<file path="src/gpio_port_consts.vh">
`ifndef GPIO_PORT_CONSTS_VH
`define GPIO_PORT_CONSTS_VH
// ****************************************************************
// register byte addresses
// ****************************************************************
`define ADDR_MODE_BASE 12'h000
`define ADDR_MODE_LAST 12'h02C
`define ADDR_DATA 12'h030
`define ADDR_SET 12'h034
`define ADDR_CLR 12'h038
`define ADDR_PAD_CTRL 12'h03C
`define ADDR_SYS_CTRL 12'h040
// ****************************************************************
// field positions and codes
// ****************************************************************
`define MODE_W 16
`define FID_W 5
`define FID_LSB 0
`define DIR_LSB 8
`define DIR_W 2
`define DIR_IN 2'h0
`define DIR_PU 2'h1
`define DIR_PD 2'h2
`define DIR_OUT 2'h3
`define FID_GPIO 5'h00
`define FID_ANALOG 5'h01
`define PAD_REDUCED_BIT 0
`define SYS_DBG_LSB 0
`define SYS_DBG_W 2
`define SYS_HWR_OFF_BIT 2
`define DBG_OFF 2'h0
`define DBG_ON_DEFAULT 2'h1
`define DBG_ON_ALT1 2'h2
`define DBG_ON_ALT2 2'h3
// ****************************************************************
// fixed pin numbers
// ****************************************************************
`define PIN_HW_RESET 0
`define PIN_DBG_CLK 2
`define PIN_DBG_DATA 5
`define PIN_DBG_ALT1 1
`define PIN_DBG_ALT2 10
`define PIN_ADC0 1
`define PIN_ADC1 2
`define PIN_ADC2 6
`define PIN_ADC3 7
// decoder default pins, one nibble per channel, channel 0 lowest
`define QDEC_CH 6
`define QDEC_DEF_A 24'h097531
`define QDEC_DEF_B 24'h8AB642
`define QSEL_DEFAULT 4'hF
`define QSEL_W 4
`endif

</file>
<file path="src/pin_sync.v">
`timescale 1ns/1ps
`default_nettype none
// ****************************************************************
// two-stage synchroniser for asynchronous pin levels
// ****************************************************************
module pin_sync #(
    parameter W = 12
) (
    input wire pclk,
    input wire presetn,
    input wire [W-1:0] async_in,
    output reg [W-1:0] sync_out
);
    reg [W-1:0] meta_r;
    always @(posedge pclk or negedge presetn) begin
        if (!presetn) begin
            meta_r <= {W{1'b0}};
            sync_out <= {W{1'b0}};
        end else begin
            meta_r <= async_in;
            sync_out <= meta_r;
        end
    end
endmodule // pin_sync
`default_nettype wire

</file>
<file path="src/periph_in_select.v">
`timescale 1ns/1ps
`default_nettype none
`include "gpio_port_consts.vh"
// ****************************************************************
// peripheral input routing, lowest pin number wins
// ****************************************************************
module periph_in_select #(
    parameter NPINS = 12,
    parameter NIDS = 32
) (
    input wire [NPINS*`FID_W-1:0] pin_fid,
    input wire [NPINS-1:0] pin_lvl,
    input wire [NPINS-1:0] pin_en,
    output reg [NIDS-1:0] id_lvl,
    output reg [NIDS-1:0] id_hit
);
    integer k;
    integer i;
    always @* begin
        id_lvl = {NIDS{1'b0}};
        id_hit = {NIDS{1'b0}};
        for (k = 0; k < NIDS; k = k + 1) begin
            // walk downward so the lowest matching pin is written last
            for (i = NPINS - 1; i >= 0; i = i - 1) begin
                if (pin_en[i] && pin_fid[i*`FID_W +: `FID_W] == k[`FID_W-1:0]) begin
                    id_lvl[k] = pin_lvl[i];
                    id_hit[k] = 1'b1;
                end
            end
        end
    end
endmodule // periph_in_select
`default_nettype wire

</file>
<file path="src/gpio_port_pin_mux.v">
// Our own choices: the placing of the registers and register access over APB.
`timescale 1ns/1ps
`default_nettype none
`include "gpio_port_consts.vh"
module gpio_port_pin_mux #(
    parameter NPINS = 12,
    parameter BONDED = 12,
    parameter NIDS = 32
) (
    input wire pclk,
    input wire presetn,
    input wire psel,
    input wire penable,
    input wire pwrite,
    input wire [11:0] paddr,
    input wire [31:0] pwdata,
    output reg [31:0] prdata,
    output reg pready,
    output reg pslverr,
    input wire [NPINS-1:0] pin_in,
    output reg [NPINS-1:0] pin_out,
    output reg [NPINS-1:0] pin_oe,
    output reg [NPINS-1:0] pin_pu,
    output reg [NPINS-1:0] pin_pd,
    output reg pad_drive_reduced,
    output reg [3:0] adc_chan_en,
    input wire [NIDS-1:0] periph_out,
    output reg [NIDS-1:0] periph_in,
    output reg [NIDS-1:0] periph_in_hit,
    input wire debug_data_out,
    input wire debug_data_oe,
    output reg debug_data_in,
    output reg debug_clk,
    output reg hw_reset_req,
    input wire [`QDEC_CH*2*`QSEL_W-1:0] decoder_channel_pin_select,
    output reg [`QDEC_CH-1:0] decoder_phase_a,
    output reg [`QDEC_CH-1:0] decoder_phase_b,
    input wire sleep_req
);
    // ****************************************************************
    // helpers
    // ****************************************************************
    function [`FID_W-1:0] fid_of;
        input [NPINS*`MODE_W-1:0] modes;
        input integer p;
        begin
            fid_of = modes[p*`MODE_W + `FID_LSB +: `FID_W];
        end
    endfunction

    function [`DIR_W-1:0] dir_of;
        input [NPINS*`MODE_W-1:0] modes;
        input integer p;
        begin
            dir_of = modes[p*`MODE_W + `DIR_LSB +: `DIR_W];
        end
    endfunction

    function is_adc_pin;
        input integer p;
        begin
            is_adc_pin = (p == `PIN_ADC0) || (p == `PIN_ADC1) ||
                (p == `PIN_ADC2) || (p == `PIN_ADC3);
        end
    endfunction

    function pick_pin;
        input [NPINS-1:0] lvl;
        input [`QSEL_W-1:0] sel;
        begin
            if (sel < NPINS) begin
                pick_pin = lvl[sel];
            end else begin
                pick_pin = 1'b0;
            end
        end
    endfunction

    // ****************************************************************
    // state
    // ****************************************************************
    reg [NPINS*`MODE_W-1:0] mode_r;
    reg [NPINS-1:0] out_latch_r;
    reg drive_reduced_r;
    reg [`SYS_DBG_W-1:0] debug_pin_select_r;
    reg hw_reset_pin_off_r;
    wire [NPINS-1:0] pin_lvl;
    wire [NPINS-1:0] bonded_mask;
    wire [NIDS-1:0] id_lvl;
    wire [NIDS-1:0] id_hit;
    reg [NPINS-1:0] analog_sel;
    reg [NPINS-1:0] route_en;
    reg [NPINS*`FID_W-1:0] fid_flat;
    reg [NPINS-1:0] out_nxt;
    reg [NPINS-1:0] oe_nxt;
    reg [NPINS-1:0] pu_nxt;
    reg [NPINS-1:0] pd_nxt;
    reg [3:0] adc_nxt;
    reg [NPINS-1:0] data_view;
    reg dbg_data_nxt;
    integer dbg_pin;
    integer i;
    integer c;
    reg [`QSEL_W-1:0] sel_a;
    reg [`QSEL_W-1:0] sel_b;
    reg [`QDEC_CH-1:0] qa_nxt;
    reg [`QDEC_CH-1:0] qb_nxt;
    reg [31:0] rdata_nxt;
    reg err_nxt;
    wire setup = psel && !penable;
    wire wr_en = psel && penable && pwrite;
    wire rd_map;
    localparam [`QDEC_CH*`QSEL_W-1:0] QDEF_A = `QDEC_DEF_A;
    localparam [`QDEC_CH*`QSEL_W-1:0] QDEF_B = `QDEC_DEF_B;

    // unbonded pins never drive and read low except at the debug and reset inputs
    assign bonded_mask = (BONDED >= NPINS) ? {NPINS{1'b1}} :
        ({NPINS{1'b1}} >> (NPINS - BONDED));

    // ****************************************************************
    // pin input synchronisation
    // ****************************************************************
    pin_sync #(
        .W(NPINS)
    ) u_sync (
        .pclk(pclk),
        .presetn(presetn),
        .async_in(pin_in),
        .sync_out(pin_lvl)
    );

    // ****************************************************************
    // register writes
    // ****************************************************************
    always @(posedge pclk or negedge presetn) begin
        if (!presetn) begin
            mode_r <= {NPINS*`MODE_W{1'b0}};
            out_latch_r <= {NPINS{1'b0}};
            drive_reduced_r <= 1'b0;
            debug_pin_select_r <= `DBG_ON_DEFAULT;
            hw_reset_pin_off_r <= 1'b0;
        end else if (wr_en) begin
            if (paddr <= `ADDR_MODE_LAST && paddr[1:0] == 2'h0) begin
                mode_r[paddr[5:2]*`MODE_W +: `MODE_W] <= pwdata[`MODE_W-1:0];
            end else if (paddr == `ADDR_DATA) begin
                out_latch_r <= pwdata[NPINS-1:0];
            end else if (paddr == `ADDR_SET) begin
                out_latch_r <= out_latch_r | pwdata[NPINS-1:0];
            end else if (paddr == `ADDR_CLR) begin
                out_latch_r <= out_latch_r & ~pwdata[NPINS-1:0];
            end else if (paddr == `ADDR_PAD_CTRL) begin
                drive_reduced_r <= pwdata[`PAD_REDUCED_BIT];
            end else if (paddr == `ADDR_SYS_CTRL) begin
                debug_pin_select_r <= pwdata[`SYS_DBG_LSB +: `SYS_DBG_W];
                hw_reset_pin_off_r <= pwdata[`SYS_HWR_OFF_BIT];
            end
        end
    end

    // ****************************************************************
    // pad multiplexer
    // ****************************************************************
    always @* begin
        case (debug_pin_select_r)
            `DBG_ON_ALT1: dbg_pin = `PIN_DBG_ALT1;
            `DBG_ON_ALT2: dbg_pin = `PIN_DBG_ALT2;
            default: dbg_pin = `PIN_DBG_DATA;
        endcase
        adc_nxt = 4'h0;
        for (i = 0; i < NPINS; i = i + 1) begin
            analog_sel[i] = is_adc_pin(i) && fid_of(mode_r, i) == `FID_ANALOG;
            fid_flat[i*`FID_W +: `FID_W] = fid_of(mode_r, i);
            route_en[i] = bonded_mask[i] && !analog_sel[i] &&
                dir_of(mode_r, i) != `DIR_OUT;
            oe_nxt[i] = dir_of(mode_r, i) == `DIR_OUT && !analog_sel[i];
            if (fid_of(mode_r, i) == `FID_GPIO) begin
                out_nxt[i] = out_latch_r[i];
            end else begin
                // no exclusivity check; every pin on this id follows it
                out_nxt[i] = periph_out[fid_of(mode_r, i)];
            end
            pu_nxt[i] = dir_of(mode_r, i) == `DIR_PU;
            pd_nxt[i] = dir_of(mode_r, i) == `DIR_PD;
            if (oe_nxt[i] || analog_sel[i]) begin
                pu_nxt[i] = 1'b0;
                pd_nxt[i] = 1'b0;
            end
            data_view[i] = analog_sel[i] ? 1'b0 : pin_lvl[i];
        end
        adc_nxt[0] = analog_sel[`PIN_ADC0];
        adc_nxt[1] = analog_sel[`PIN_ADC1];
        adc_nxt[2] = analog_sel[`PIN_ADC2];
        adc_nxt[3] = analog_sel[`PIN_ADC3];
        if (debug_pin_select_r != `DBG_OFF) begin
            oe_nxt[`PIN_DBG_CLK] = 1'b0;
            oe_nxt[dbg_pin] = debug_data_oe;
            out_nxt[dbg_pin] = debug_data_out;
            route_en[`PIN_DBG_CLK] = 1'b0;
            route_en[dbg_pin] = 1'b0;
        end
        if (!hw_reset_pin_off_r) begin
            // reset pin must stay an input or it could reset itself
            oe_nxt[`PIN_HW_RESET] = 1'b0;
            route_en[`PIN_HW_RESET] = 1'b0;
        end
        oe_nxt = oe_nxt & bonded_mask;
        // debugger drive overrides the mode, so pulls follow the final enable
        pu_nxt = pu_nxt & ~oe_nxt;
        pd_nxt = pd_nxt & ~oe_nxt;
        data_view = data_view & bonded_mask;
        dbg_data_nxt = pin_lvl[dbg_pin];
    end

    // ****************************************************************
    // decoder pin selection
    // ****************************************************************
    always @* begin
        for (c = 0; c < `QDEC_CH; c = c + 1) begin
            sel_a = decoder_channel_pin_select[c*2*`QSEL_W +: `QSEL_W];
            sel_b = decoder_channel_pin_select[(c*2+1)*`QSEL_W +: `QSEL_W];
            if (sel_a == `QSEL_DEFAULT) begin
                sel_a = QDEF_A[c*`QSEL_W +: `QSEL_W];
            end
            if (sel_b == `QSEL_DEFAULT) begin
                sel_b = QDEF_B[c*`QSEL_W +: `QSEL_W];
            end
            qa_nxt[c] = pick_pin(pin_lvl & bonded_mask, sel_a);
            qb_nxt[c] = pick_pin(pin_lvl & bonded_mask, sel_b);
        end
    end

    periph_in_select #(
        .NPINS(NPINS),
        .NIDS(NIDS)
    ) u_route (
        .pin_fid(fid_flat),
        .pin_lvl(pin_lvl),
        .pin_en(route_en),
        .id_lvl(id_lvl),
        .id_hit(id_hit)
    );

    // ****************************************************************
    // pad outputs, frozen during sleep
    // ****************************************************************
    always @(posedge pclk or negedge presetn) begin
        if (!presetn) begin
            pin_out <= {NPINS{1'b0}};
            pin_oe <= {NPINS{1'b0}};
            pin_pu <= {NPINS{1'b0}};
            pin_pd <= {NPINS{1'b0}};
            adc_chan_en <= 4'h0;
            pad_drive_reduced <= 1'b0;
        end else if (!sleep_req) begin
            // holding everything keeps pins at their last state in sleep
            pin_out <= out_nxt & bonded_mask;
            pin_oe <= oe_nxt;
            pin_pu <= pu_nxt & bonded_mask;
            pin_pd <= pd_nxt & bonded_mask;
            adc_chan_en <= adc_nxt;
            pad_drive_reduced <= drive_reduced_r;
        end
    end

    // ****************************************************************
    // inward signals
    // ****************************************************************
    always @(posedge pclk or negedge presetn) begin
        if (!presetn) begin
            periph_in <= {NIDS{1'b0}};
            periph_in_hit <= {NIDS{1'b0}};
            debug_data_in <= 1'b0;
            debug_clk <= 1'b0;
            hw_reset_req <= 1'b0;
            decoder_phase_a <= {`QDEC_CH{1'b0}};
            decoder_phase_b <= {`QDEC_CH{1'b0}};
        end else begin
            periph_in <= id_lvl;
            periph_in_hit <= id_hit;
            debug_data_in <= (debug_pin_select_r != `DBG_OFF) && dbg_data_nxt;
            debug_clk <= (debug_pin_select_r != `DBG_OFF) &&
                pin_lvl[`PIN_DBG_CLK];
            // active low pin level requests reset
            hw_reset_req <= !hw_reset_pin_off_r && !pin_lvl[`PIN_HW_RESET];
            decoder_phase_a <= qa_nxt;
            decoder_phase_b <= qb_nxt;
        end
    end

    // ****************************************************************
    // apb read path, answered with zero wait states
    // ****************************************************************
    assign rd_map = (paddr <= `ADDR_MODE_LAST && paddr[1:0] == 2'h0) ||
        paddr == `ADDR_DATA || paddr == `ADDR_SET || paddr == `ADDR_CLR ||
        paddr == `ADDR_PAD_CTRL || paddr == `ADDR_SYS_CTRL;

    always @* begin
        rdata_nxt = 32'h00000000;
        err_nxt = !rd_map;
        if (paddr <= `ADDR_MODE_LAST && paddr[1:0] == 2'h0) begin
            rdata_nxt[`MODE_W-1:0] = mode_r[paddr[5:2]*`MODE_W +: `MODE_W];
        end else if (paddr == `ADDR_DATA) begin
            rdata_nxt[NPINS-1:0] = data_view;
        end else if (paddr == `ADDR_PAD_CTRL) begin
            rdata_nxt[`PAD_REDUCED_BIT] = drive_reduced_r;
        end else if (paddr == `ADDR_SYS_CTRL) begin
            rdata_nxt[`SYS_DBG_LSB +: `SYS_DBG_W] = debug_pin_select_r;
            rdata_nxt[`SYS_HWR_OFF_BIT] = hw_reset_pin_off_r;
        end
    end

    always @(posedge pclk or negedge presetn) begin
        if (!presetn) begin
            prdata <= 32'h00000000;
            pslverr <= 1'b0;
            pready <= 1'b0;
        end else begin
            pready <= 1'b1;
            if (setup) begin
                prdata <= pwrite ? 32'h00000000 : rdata_nxt;
                pslverr <= err_nxt;
            end else if (!psel) begin
                pslverr <= 1'b0;
            end
        end
    end

endmodule // gpio_port_pin_mux
`default_nettype wire

</file>
<file path="config.mk">
export PLATFORM = sky130hd
export DESIGN_NAME = gpio_port_pin_mux
export DESIGN_NICKNAME = d
export VERILOG_FILES = /design/src/pin_sync.v /design/src/periph_in_select.v /design/src/gpio_port_pin_mux.v
export VERILOG_INCLUDE_DIRS = /design/src
export SDC_FILE = /design/constraint.sdc
export NUM_CORES = 2
export LEC_CHECK = 0
export BUFFER_PORTS_ARGS = -buffer_cell sky130_fd_sc_hd__buf_2
export CAP_MARGIN = 20
export CORE_ASPECT_RATIO = 1.25
export CORE_MARGIN = 2
export CORE_UTILIZATION = 25
export CTS_BUF_LIST = sky130_fd_sc_hd__clkbuf_2
export CTS_CLUSTER_DIAMETER = 80
export DETAILED_ROUTE_END_ITERATION = 7
export PLACE_DENSITY_LB_ADDON = 0.3
export SYNTH_ARGS = -nofsm -noshare
export SYNTH_HDL_FRONTEND = slang
export SYNTH_SLANG_ARGS = --single-unit
</file>
<file path="constraint.sdc">
create_clock -name pclk -period 3.3 [get_ports pclk]
set_input_delay 0.33 -clock pclk [delete_from_list [all_inputs] [get_ports pclk]]
set_output_delay 0.33 -clock pclk [all_outputs]
set_load 0.005 [all_outputs]
</file>
# Yosys cells after proc, flatten, opt, wreduce, memory -nomap -nowiden
# Cells that the tools add are included.
# totals
output_inout_bits	166
elab_cells	1862
inputBits	144
regBits	398
# classes
mux	907
order_cmp	39
bitwise	13
eq_ne	440
n_addsub	1
shifts	3
reduce_logical	436
# ops
operator	count
5-bit equality test, second input constant	192
1-bit two-way mux	852
5-bit by 4-bit equality test with 1-bit output, second input constant	96
1-bit logical AND	400
5-bit by 3-bit equality test with 1-bit output, second input constant	48
192-bit bitwise mux	1
16-bit by 34-bit variable shift with 192-bit output, first input constant	1
16-bit by 34-bit variable part select with 192-bit output	1
192-bit by 9-bit variable part select with 16-bit output	1
5-bit by 2-bit equality test with 1-bit output, second input constant	24
12-bit two-way mux	7
5-bit by 6-bit less-than comparator with 1-bit output, second input constant	12
1-bit binary-select mux with 5-bit select	12
5-bit by 1-bit equality test with 1-bit output, second input constant	12
5-bit zero test	12
4-bit by 5-bit less-than comparator with 1-bit output, second input constant	12
1-bit binary-select mux with 4-bit select	13
2-bit equality test, second input constant	26
4-bit two-way mux	13
12-bit bitwise AND	4
12-bit by 6-bit equality test with 1-bit output, second input constant	4
4-bit equality test, second input constant	12
4-bit less-than comparator, second input constant	12
12-bit NOT	3
26 further kinds	69

# Longest topological paths before layout
# depth
word_depth	22
ltp_mapped	13

# Cells and area by module
# From an unflattened synthesis, not the netlist that was laid out.
# unflattened
hier_cells	3341
area_unflattened_um2	29072.9
# by_module_without_submodules
mod	cells_each	instances	area_per_inst_um2
gpio_port_pin_mux	1916	1	19930.4
periph_in_select	1401	1	8541.9
pin_sync	24	1	600.6

# Worst setup path before layout
# Ideal clock, no wire load.
# synth_timing
kind	input to register
start	in paddr[3]
end	reg mode_r[131] (netlist: dir_of.modes[131])
stages	11
setup_ps	125
setup_slack_ps	79
path_buffers	4
t_arrival_ps	3096
required_ps	3175
path_cell_list	clkbuf_1 clkbuf_1 buf_1 inv_1 ha_1 buf_6 nand2b_1 a21boi_0 nand3_2 nor4_4 mux2_2
# synth_between
elab_chain_len	3
elab_cells_between_ends	7
# synth_rtl
element	line	text
from (decl)	gpio_port_pin_mux.v:15	input wire [11:0] paddr,
8-bit negation with 34-bit output / 12-bit by 6-bit <= comparator with 1-bit output (equally long branches)	-	
16-bit by 34-bit variable part select with 192-bit output, or another cell as far along	gpio_port_pin_mux.v:144	mode_r[paddr[5:2]*`MODE_W +: `MODE_W] <= pwdata[`MODE_W-1:0];
192-bit bitwise mux / 2-bit AND reduction (equally long branches)	-	
to (signal assigned)	gpio_port_pin_mux.v:137	mode_r <= {NPINS*`MODE_W{1'b0}};
to (signal, indexed assignment)	gpio_port_pin_mux.v:144	
to (decl)	gpio_port_pin_mux.v:82	reg [NPINS*`MODE_W-1:0] mode_r;
# Several ways; a longest one is shown, not always the timed one.
# A chain may end at the register's enable or synchronous reset.

# Worst setup path in the final report
# layout_timing
start	reg mode_r[80] (netlist: dir_of.modes[80])
end	reg pin_out[5]
# layout_between
elab_chain_len	5
elab_cells_between_ends	6
# layout_rtl
element	line	text
1-bit binary-select mux with 5-bit select	gpio_port_pin_mux.v:180	out_nxt[i] = periph_out[fid_of(mode_r, i)];
1-bit two-way mux (implied by the code)	gpio_port_pin_mux.v:180	
1-bit two-way mux (*)	gpio_port_pin_mux.v:176	if (fid_of(mode_r, i) == `FID_GPIO) begin
12-bit bitwise mux	gpio_port_pin_mux.v:197	out_nxt[dbg_pin] = debug_data_out;
12-bit two-way mux (*)	gpio_port_pin_mux.v:194	if (debug_pin_select_r != `DBG_OFF) begin
to (signal assigned)	gpio_port_pin_mux.v:248	pin_out <= {NPINS{1'b0}};
to (signal assigned)	gpio_port_pin_mux.v:256	pin_out <= out_nxt & bonded_mask;
to (decl)	gpio_port_pin_mux.v:21	output reg [NPINS-1:0] pin_out,
# Every way passes the cells marked *; elsewhere a longest branch is shown, timed or not. The select of a mux whose other input is x is not followed.

==> metrics.txt <==
# TYPE chip_impl_metric gauge
chip_impl_info{name="status",value="finished clean"} 1
chip_impl_metric{name="clock-skew-final",unit="ns"} 0.138
chip_impl_metric{name="syn_avg_cell_area",unit="µm²"} 8.60
chip_impl_metric{name="dp_hpwl",unit="µm"} 157000
chip_impl_metric{name="internal_power",unit="µW"} 6840
chip_impl_metric{name="min_period",unit="ns"} 3.27
chip_impl_metric{name="first_global_vias",unit=""} 33900
chip_impl_metric{name="layout.area.seq",unit="µm²"} 9560
chip_impl_metric{name="synth.ff_latch_count",unit=""} 382
chip_impl_metric{name="io_buffer_count",unit=""} 276
chip_impl_metric{name="critical_path_arrival",unit="ns"} 4.66
chip_impl_metric{name="syn_area",unit="µm²"} 28900
chip_impl_metric{name="drive_gt1_frac",unit=""} 0.285
chip_impl_metric{name="power_density",unit="nW/µm²"} 263
chip_impl_metric{name="drt_pass_1_iters",unit=""} 5
chip_impl_metric{name="netlist_instances",unit=""} 3364
chip_impl_metric{name="ys.warnings.count",unit=""} 0
chip_impl_info{name="worst_r2r_endpoint",value="pin_out[5]$_DFFE_PN0N_"} 1
chip_impl_info{name="rr_startpoint",value="dir_of.modes[80]$_DFFE_PN0P_"} 1
chip_impl_metric{name="fin_worst_hold_slack",unit="ns"} 0.156
chip_impl_metric{name="grt_antenna_before_repair",unit=""} 15
chip_impl_metric{name="floorplan.initialDensity",unit=""} 0.252
chip_impl_info{name="critical_path.endpoint_type",value="flop"} 1
chip_impl_metric{name="finalWeightedCongestion",unit=""} 1.05
chip_impl_metric{name="worstPathRequired",unit="ns"} 4.68
chip_impl_info{name="holdPathEnd",value="drive_reduced_r$_DFFE_PN0P_"} 1
chip_impl_metric{name="synth_edf_count",unit=""} 0
chip_impl_info{name="kind_of_critical_path",value="reg -> reg"} 1
chip_impl_metric{name="utilization",unit=""} 0.337
chip_impl_metric{name="area_growth_syn_to_layout",unit="%"} 33.5
chip_impl_metric{name="maxSlewViolCount",unit=""} 0
chip_impl_metric{name="vias_per_cell",unit=""} 5.97
chip_impl_metric{name="drtAntennaViolNets",unit=""} 0
chip_impl_metric{name="nFillCells",unit=""} 12200
chip_impl_metric{name="maxClockFrequency",unit="MHz"} 305
chip_impl_metric{name="route.detailed.wl_per_inst",unit="µm"} 35.2
chip_impl_metric{name="clock_power_share",unit=""} 0.391
chip_impl_info{name="unrepaired_setup_endpoints_after_global_routing",value="yes"} 1
chip_impl_metric{name="ff2ff_setup_slack",unit="ns"} 0.03
chip_impl_metric{name="detailedRoute.firstIterationViolations",unit=""} 4522
chip_impl_metric{name="vias",unit=""} 34400
chip_impl_metric{name="reg2reg_depth",unit=""} 8
chip_impl_metric{name="whs_path_depth",unit=""} 7
chip_impl_metric{name="fp-row-count",unit=""} 139
chip_impl_metric{name="sw_frac_of_total",unit=""} 0.328
chip_impl_metric{name="critical_path_maximum_fanout",unit=""} 12
chip_impl_metric{name="path_clk_slew",unit="ns"} 0.12
chip_impl_metric{name="cts_sinks",unit=""} 382
chip_impl_info{name="setup.worst_path.start_class",value="flop"} 1
chip_impl_metric{name="cts-root-to-sink-buffers",unit=""} 3
chip_impl_metric{name="clock_insertion_delay_worst_skew",unit="ns"} 1.51
chip_impl_metric{name="top_level_ports",unit=""} 310
chip_impl_info{name="synth_common_cells",value="nand2_1 (489), dfrtp_1 (381), o21ai_0 (321), clkbuf_1 (250), nor2_1 (220)"} 1
chip_impl_info{name="yosys.cell_count.top_type",value="nand2_1"} 1
chip_impl_info{name="clock_tree.root_cell",value="clkbuf_2"} 1
chip_impl_info{name="synth_top_cell_by_area",value="dfrtp_1"} 1
chip_impl_metric{name="finalSetupViolations",unit=""} 0
chip_impl_metric{name="number_of_buffers_added_by_the_clock_tree_synthesis_step",unit=""} 110
chip_impl_metric{name="yosys.cell_types.count",unit=""} 99
chip_impl_metric{name="core",unit="µm²"} 115000
chip_impl_metric{name="synth.top_cell.area_share",unit=""} 0.329
chip_impl_metric{name="floorplan.die_area",unit="µm²"} 119000
chip_impl_metric{name="clock_tree.htree_level_count",unit=""} 3
chip_impl_metric{name="postRouteWirelength",unit="µm"} 203000
chip_impl_metric{name="worst_slew_pin_slew",unit="ns"} 1.19
chip_impl_metric{name="die_h",unit="µm"} 384
chip_impl_metric{name="maxCapViolations",unit=""} 0
chip_impl_metric{name="post-layout-total-power",unit="µW"} 10200
chip_impl_metric{name="fin_crit_sh",unit=""} 0.992
chip_impl_metric{name="grt_max_degree",unit=""} 77
chip_impl_info{name="tritoncts",value="done"} 1
chip_impl_metric{name="drt_drc_violations_left",unit=""} 0
chip_impl_metric{name="area_taken_by_multi_input_logic_gates",unit="µm²"} 17800
chip_impl_metric{name="die_w",unit="µm"} 308
chip_impl_info{name="worstHoldPathType",value="in -> reg"} 1
chip_impl_info{name="yosys_most_used_dff",value="dfrtp_1"} 1
chip_impl_metric{name="power.ir.vdd_worst",unit="mV"} 0.274
chip_impl_metric{name="p_seq_frac",unit=""} 0.468
chip_impl_metric{name="max-slew-margin-rel",unit=""} 0.203
chip_impl_metric{name="grt.total_usage",unit=""} 0.336
chip_impl_metric{name="synth_seq_area_share",unit=""} 0.330
chip_impl_metric{name="p_leak",unit="µW"} 0.0165
chip_impl_metric{name="nets",unit=""} 4339
chip_impl_info{name="synthTopCellsByArea",value="dfrtp_1 (33%), mux4_2 (13%), nand2_1 (6.3%)"} 1
chip_impl_metric{name="async_flop_share",unit=""} 1.00
chip_impl_metric{name="switch_pwr",unit="µW"} 3330
chip_impl_metric{name="combinationalPowerShare",unit=""} 0.141
chip_impl_metric{name="timing_hold_violations_final",unit=""} 0
chip_impl_metric{name="globalRoute.totalOverflow",unit=""} 0
chip_impl_info{name="worstHoldStart",value="paddr[3]"} 1
chip_impl_metric{name="grt_first_pass_wirelength",unit="µm"} 275000
-- cell families (layout without fill, tap and decap cells) --
group,after synthesis,after routing,share of synthesized area
adders and majority gates,5,5,0.00216
other,2,28,0.000260
muxes,263,263,0.164
and+or+nand+nor,1355,1355,0.228
buffers and inverters,396,1288,0.0598
AOI/OAI and AO/OA,959,959,0.215
DFF,382,382,0.330
xor gates and xnor gates,2,2,0.000605
-- worst max-delay path: stages, from the launching register on --
cell and delay [ns]:
dfrtp_1 0.59, buf_4 0.31, mux4_2 0.54, mux2_2 0.27
o21ai_0 0.34, a2111oi_0 0.20, buf_4 0.20, a211o_1 0.21
dlygate4sd3_1 0.55
-- how the worst max path moves through the flow --
stage                                        startpoint                             to  depth (start not counted)
after floorplan                                paddr[3]  dir_of.modes[131]$_DFFE_PN0P_                         11
after global placement    dir_of.modes[120]$_DFFE_PN0P_    periph_in_hit[27]$_DFF_PN0_                          5
after detailed placement  dir_of.modes[160]$_DFFE_PN0P_        periph_in[18]$_DFF_PN0_                          7
after CTS                                      paddr[2]  dir_of.modes[175]$_DFFE_PN0P_                         15
after global routing                           paddr[4]   dir_of.modes[67]$_DFFE_PN0P_                         12
final                      dir_of.modes[80]$_DFFE_PN0P_         pin_out[5]$_DFFE_PN0N_                          8
-- area by class of cell --
class | count | share of cell area
Clock buffer | 155 | 0.0201
Multi-Input combinational cell | 2601 | 0.460
Inverter | 51 | 0.00505
Tap cell | 1480 | 0.0479
Timing Repair Buffer | 1044 | 0.211
Clock inverter | 38 | 0.00741
Antenna cell | 11 | 0.000712
Sequential cell | 382 | 0.247
-- routing by layer --
| metal | share of wire | track usage | up-vias |
|---|---|---|---|
| met5 | 0.00021 | 0 | - |
| li1 | - | - | 14400 |
| met4 | 0.11 | 0.318 | 8 |
| met3 | 0.075 | 0.0600 | 656 |
| met2 | 0.45 | 0.533 | 2172 |
| met1 | 0.36 | 0.382 | 17100 |
-- power groups by stage --
stage               Clock (µW)  Combinational, µW  Sequential [µW]
detailed placement           0               1120             4850
floorplan                    0                571             4830
CTS                       4100               1400             4760
global placement             0               1110             4850
finish                    3980               1430             4760
global route              4320               1500             4770
-- registers in the layout (all words and copies together) (netlist names), 12 cells and up, named ones only --
| name | cells |
|---|---|
| pin_oe | 12 |
| periph_in | 32 |
| prdata | 16 |
| pin_out | 12 |
| pin_pu | 12 |
| pin_pd | 12 |
| dir_of.modes | 192 |
| u_sync.sync_out | 12 |
| u_sync.meta_r | 12 |
| periph_in_hit | 32 |
-- what timing repair did --
action | CTS | global route
setup endpoints to repair | 1 | 39
hold endpoints to repair | 684 | 0
pin swaps | 0 | 2
hold buffers | 272 | 0
resized for setup | 1 | 15
setup buffers | 0 | 2
-- layout by cell type, fill, tap and decap left out, types with 14 or more instances in the layout --
master         count
o211ai_1          35
nand4_1           49
nor2_1           217
a21o_1            17
nand2_1          487
mux4_2           165
mux2_2            40
o21ai_0          321
dfrtp_1          378
dlygate4sd3_1    266
nand3b_1          16
nor3_1           112
nor2b_1           52
clkinv_1          22
a21oi_1          151
buf_4            475
and2_1            27
inv_1             47
a211oi_1          47
buf_2            274
a2111oi_0         15
conb_1            17
and3_1            22
a22oi_1           23
mux2i_1           58
or4_1             14
a31oi_1           45
clkbuf_2         155
nor4_1            29
buf_12            24
nand2b_1          60
o22ai_1           55
or3_1             17
a221oi_1          22
o221ai_1          26
nand3_1          174
o31ai_1           16
o41ai_1           16
-- metrics by stage --
step | setup slack [ns] | instances | TNS [ns] | cell area [µm²]
2_1_floorplan | 0.0795 | 3379 | 0 | 29000
3_3_place_gp | -0.159 | 5285 | -0.159 | 34800
3_5_place_dp | 0.0890 | 5286 | 0 | 34800
4_1_cts | 0.0217 | 5751 | 0 | 38600
5_1_grt | -0.0320 | 5754 | -0.0635 | 38600
6_report | 0.0259 | 5762 | 0 | 38600
Power figures use the tool's default switching activity.
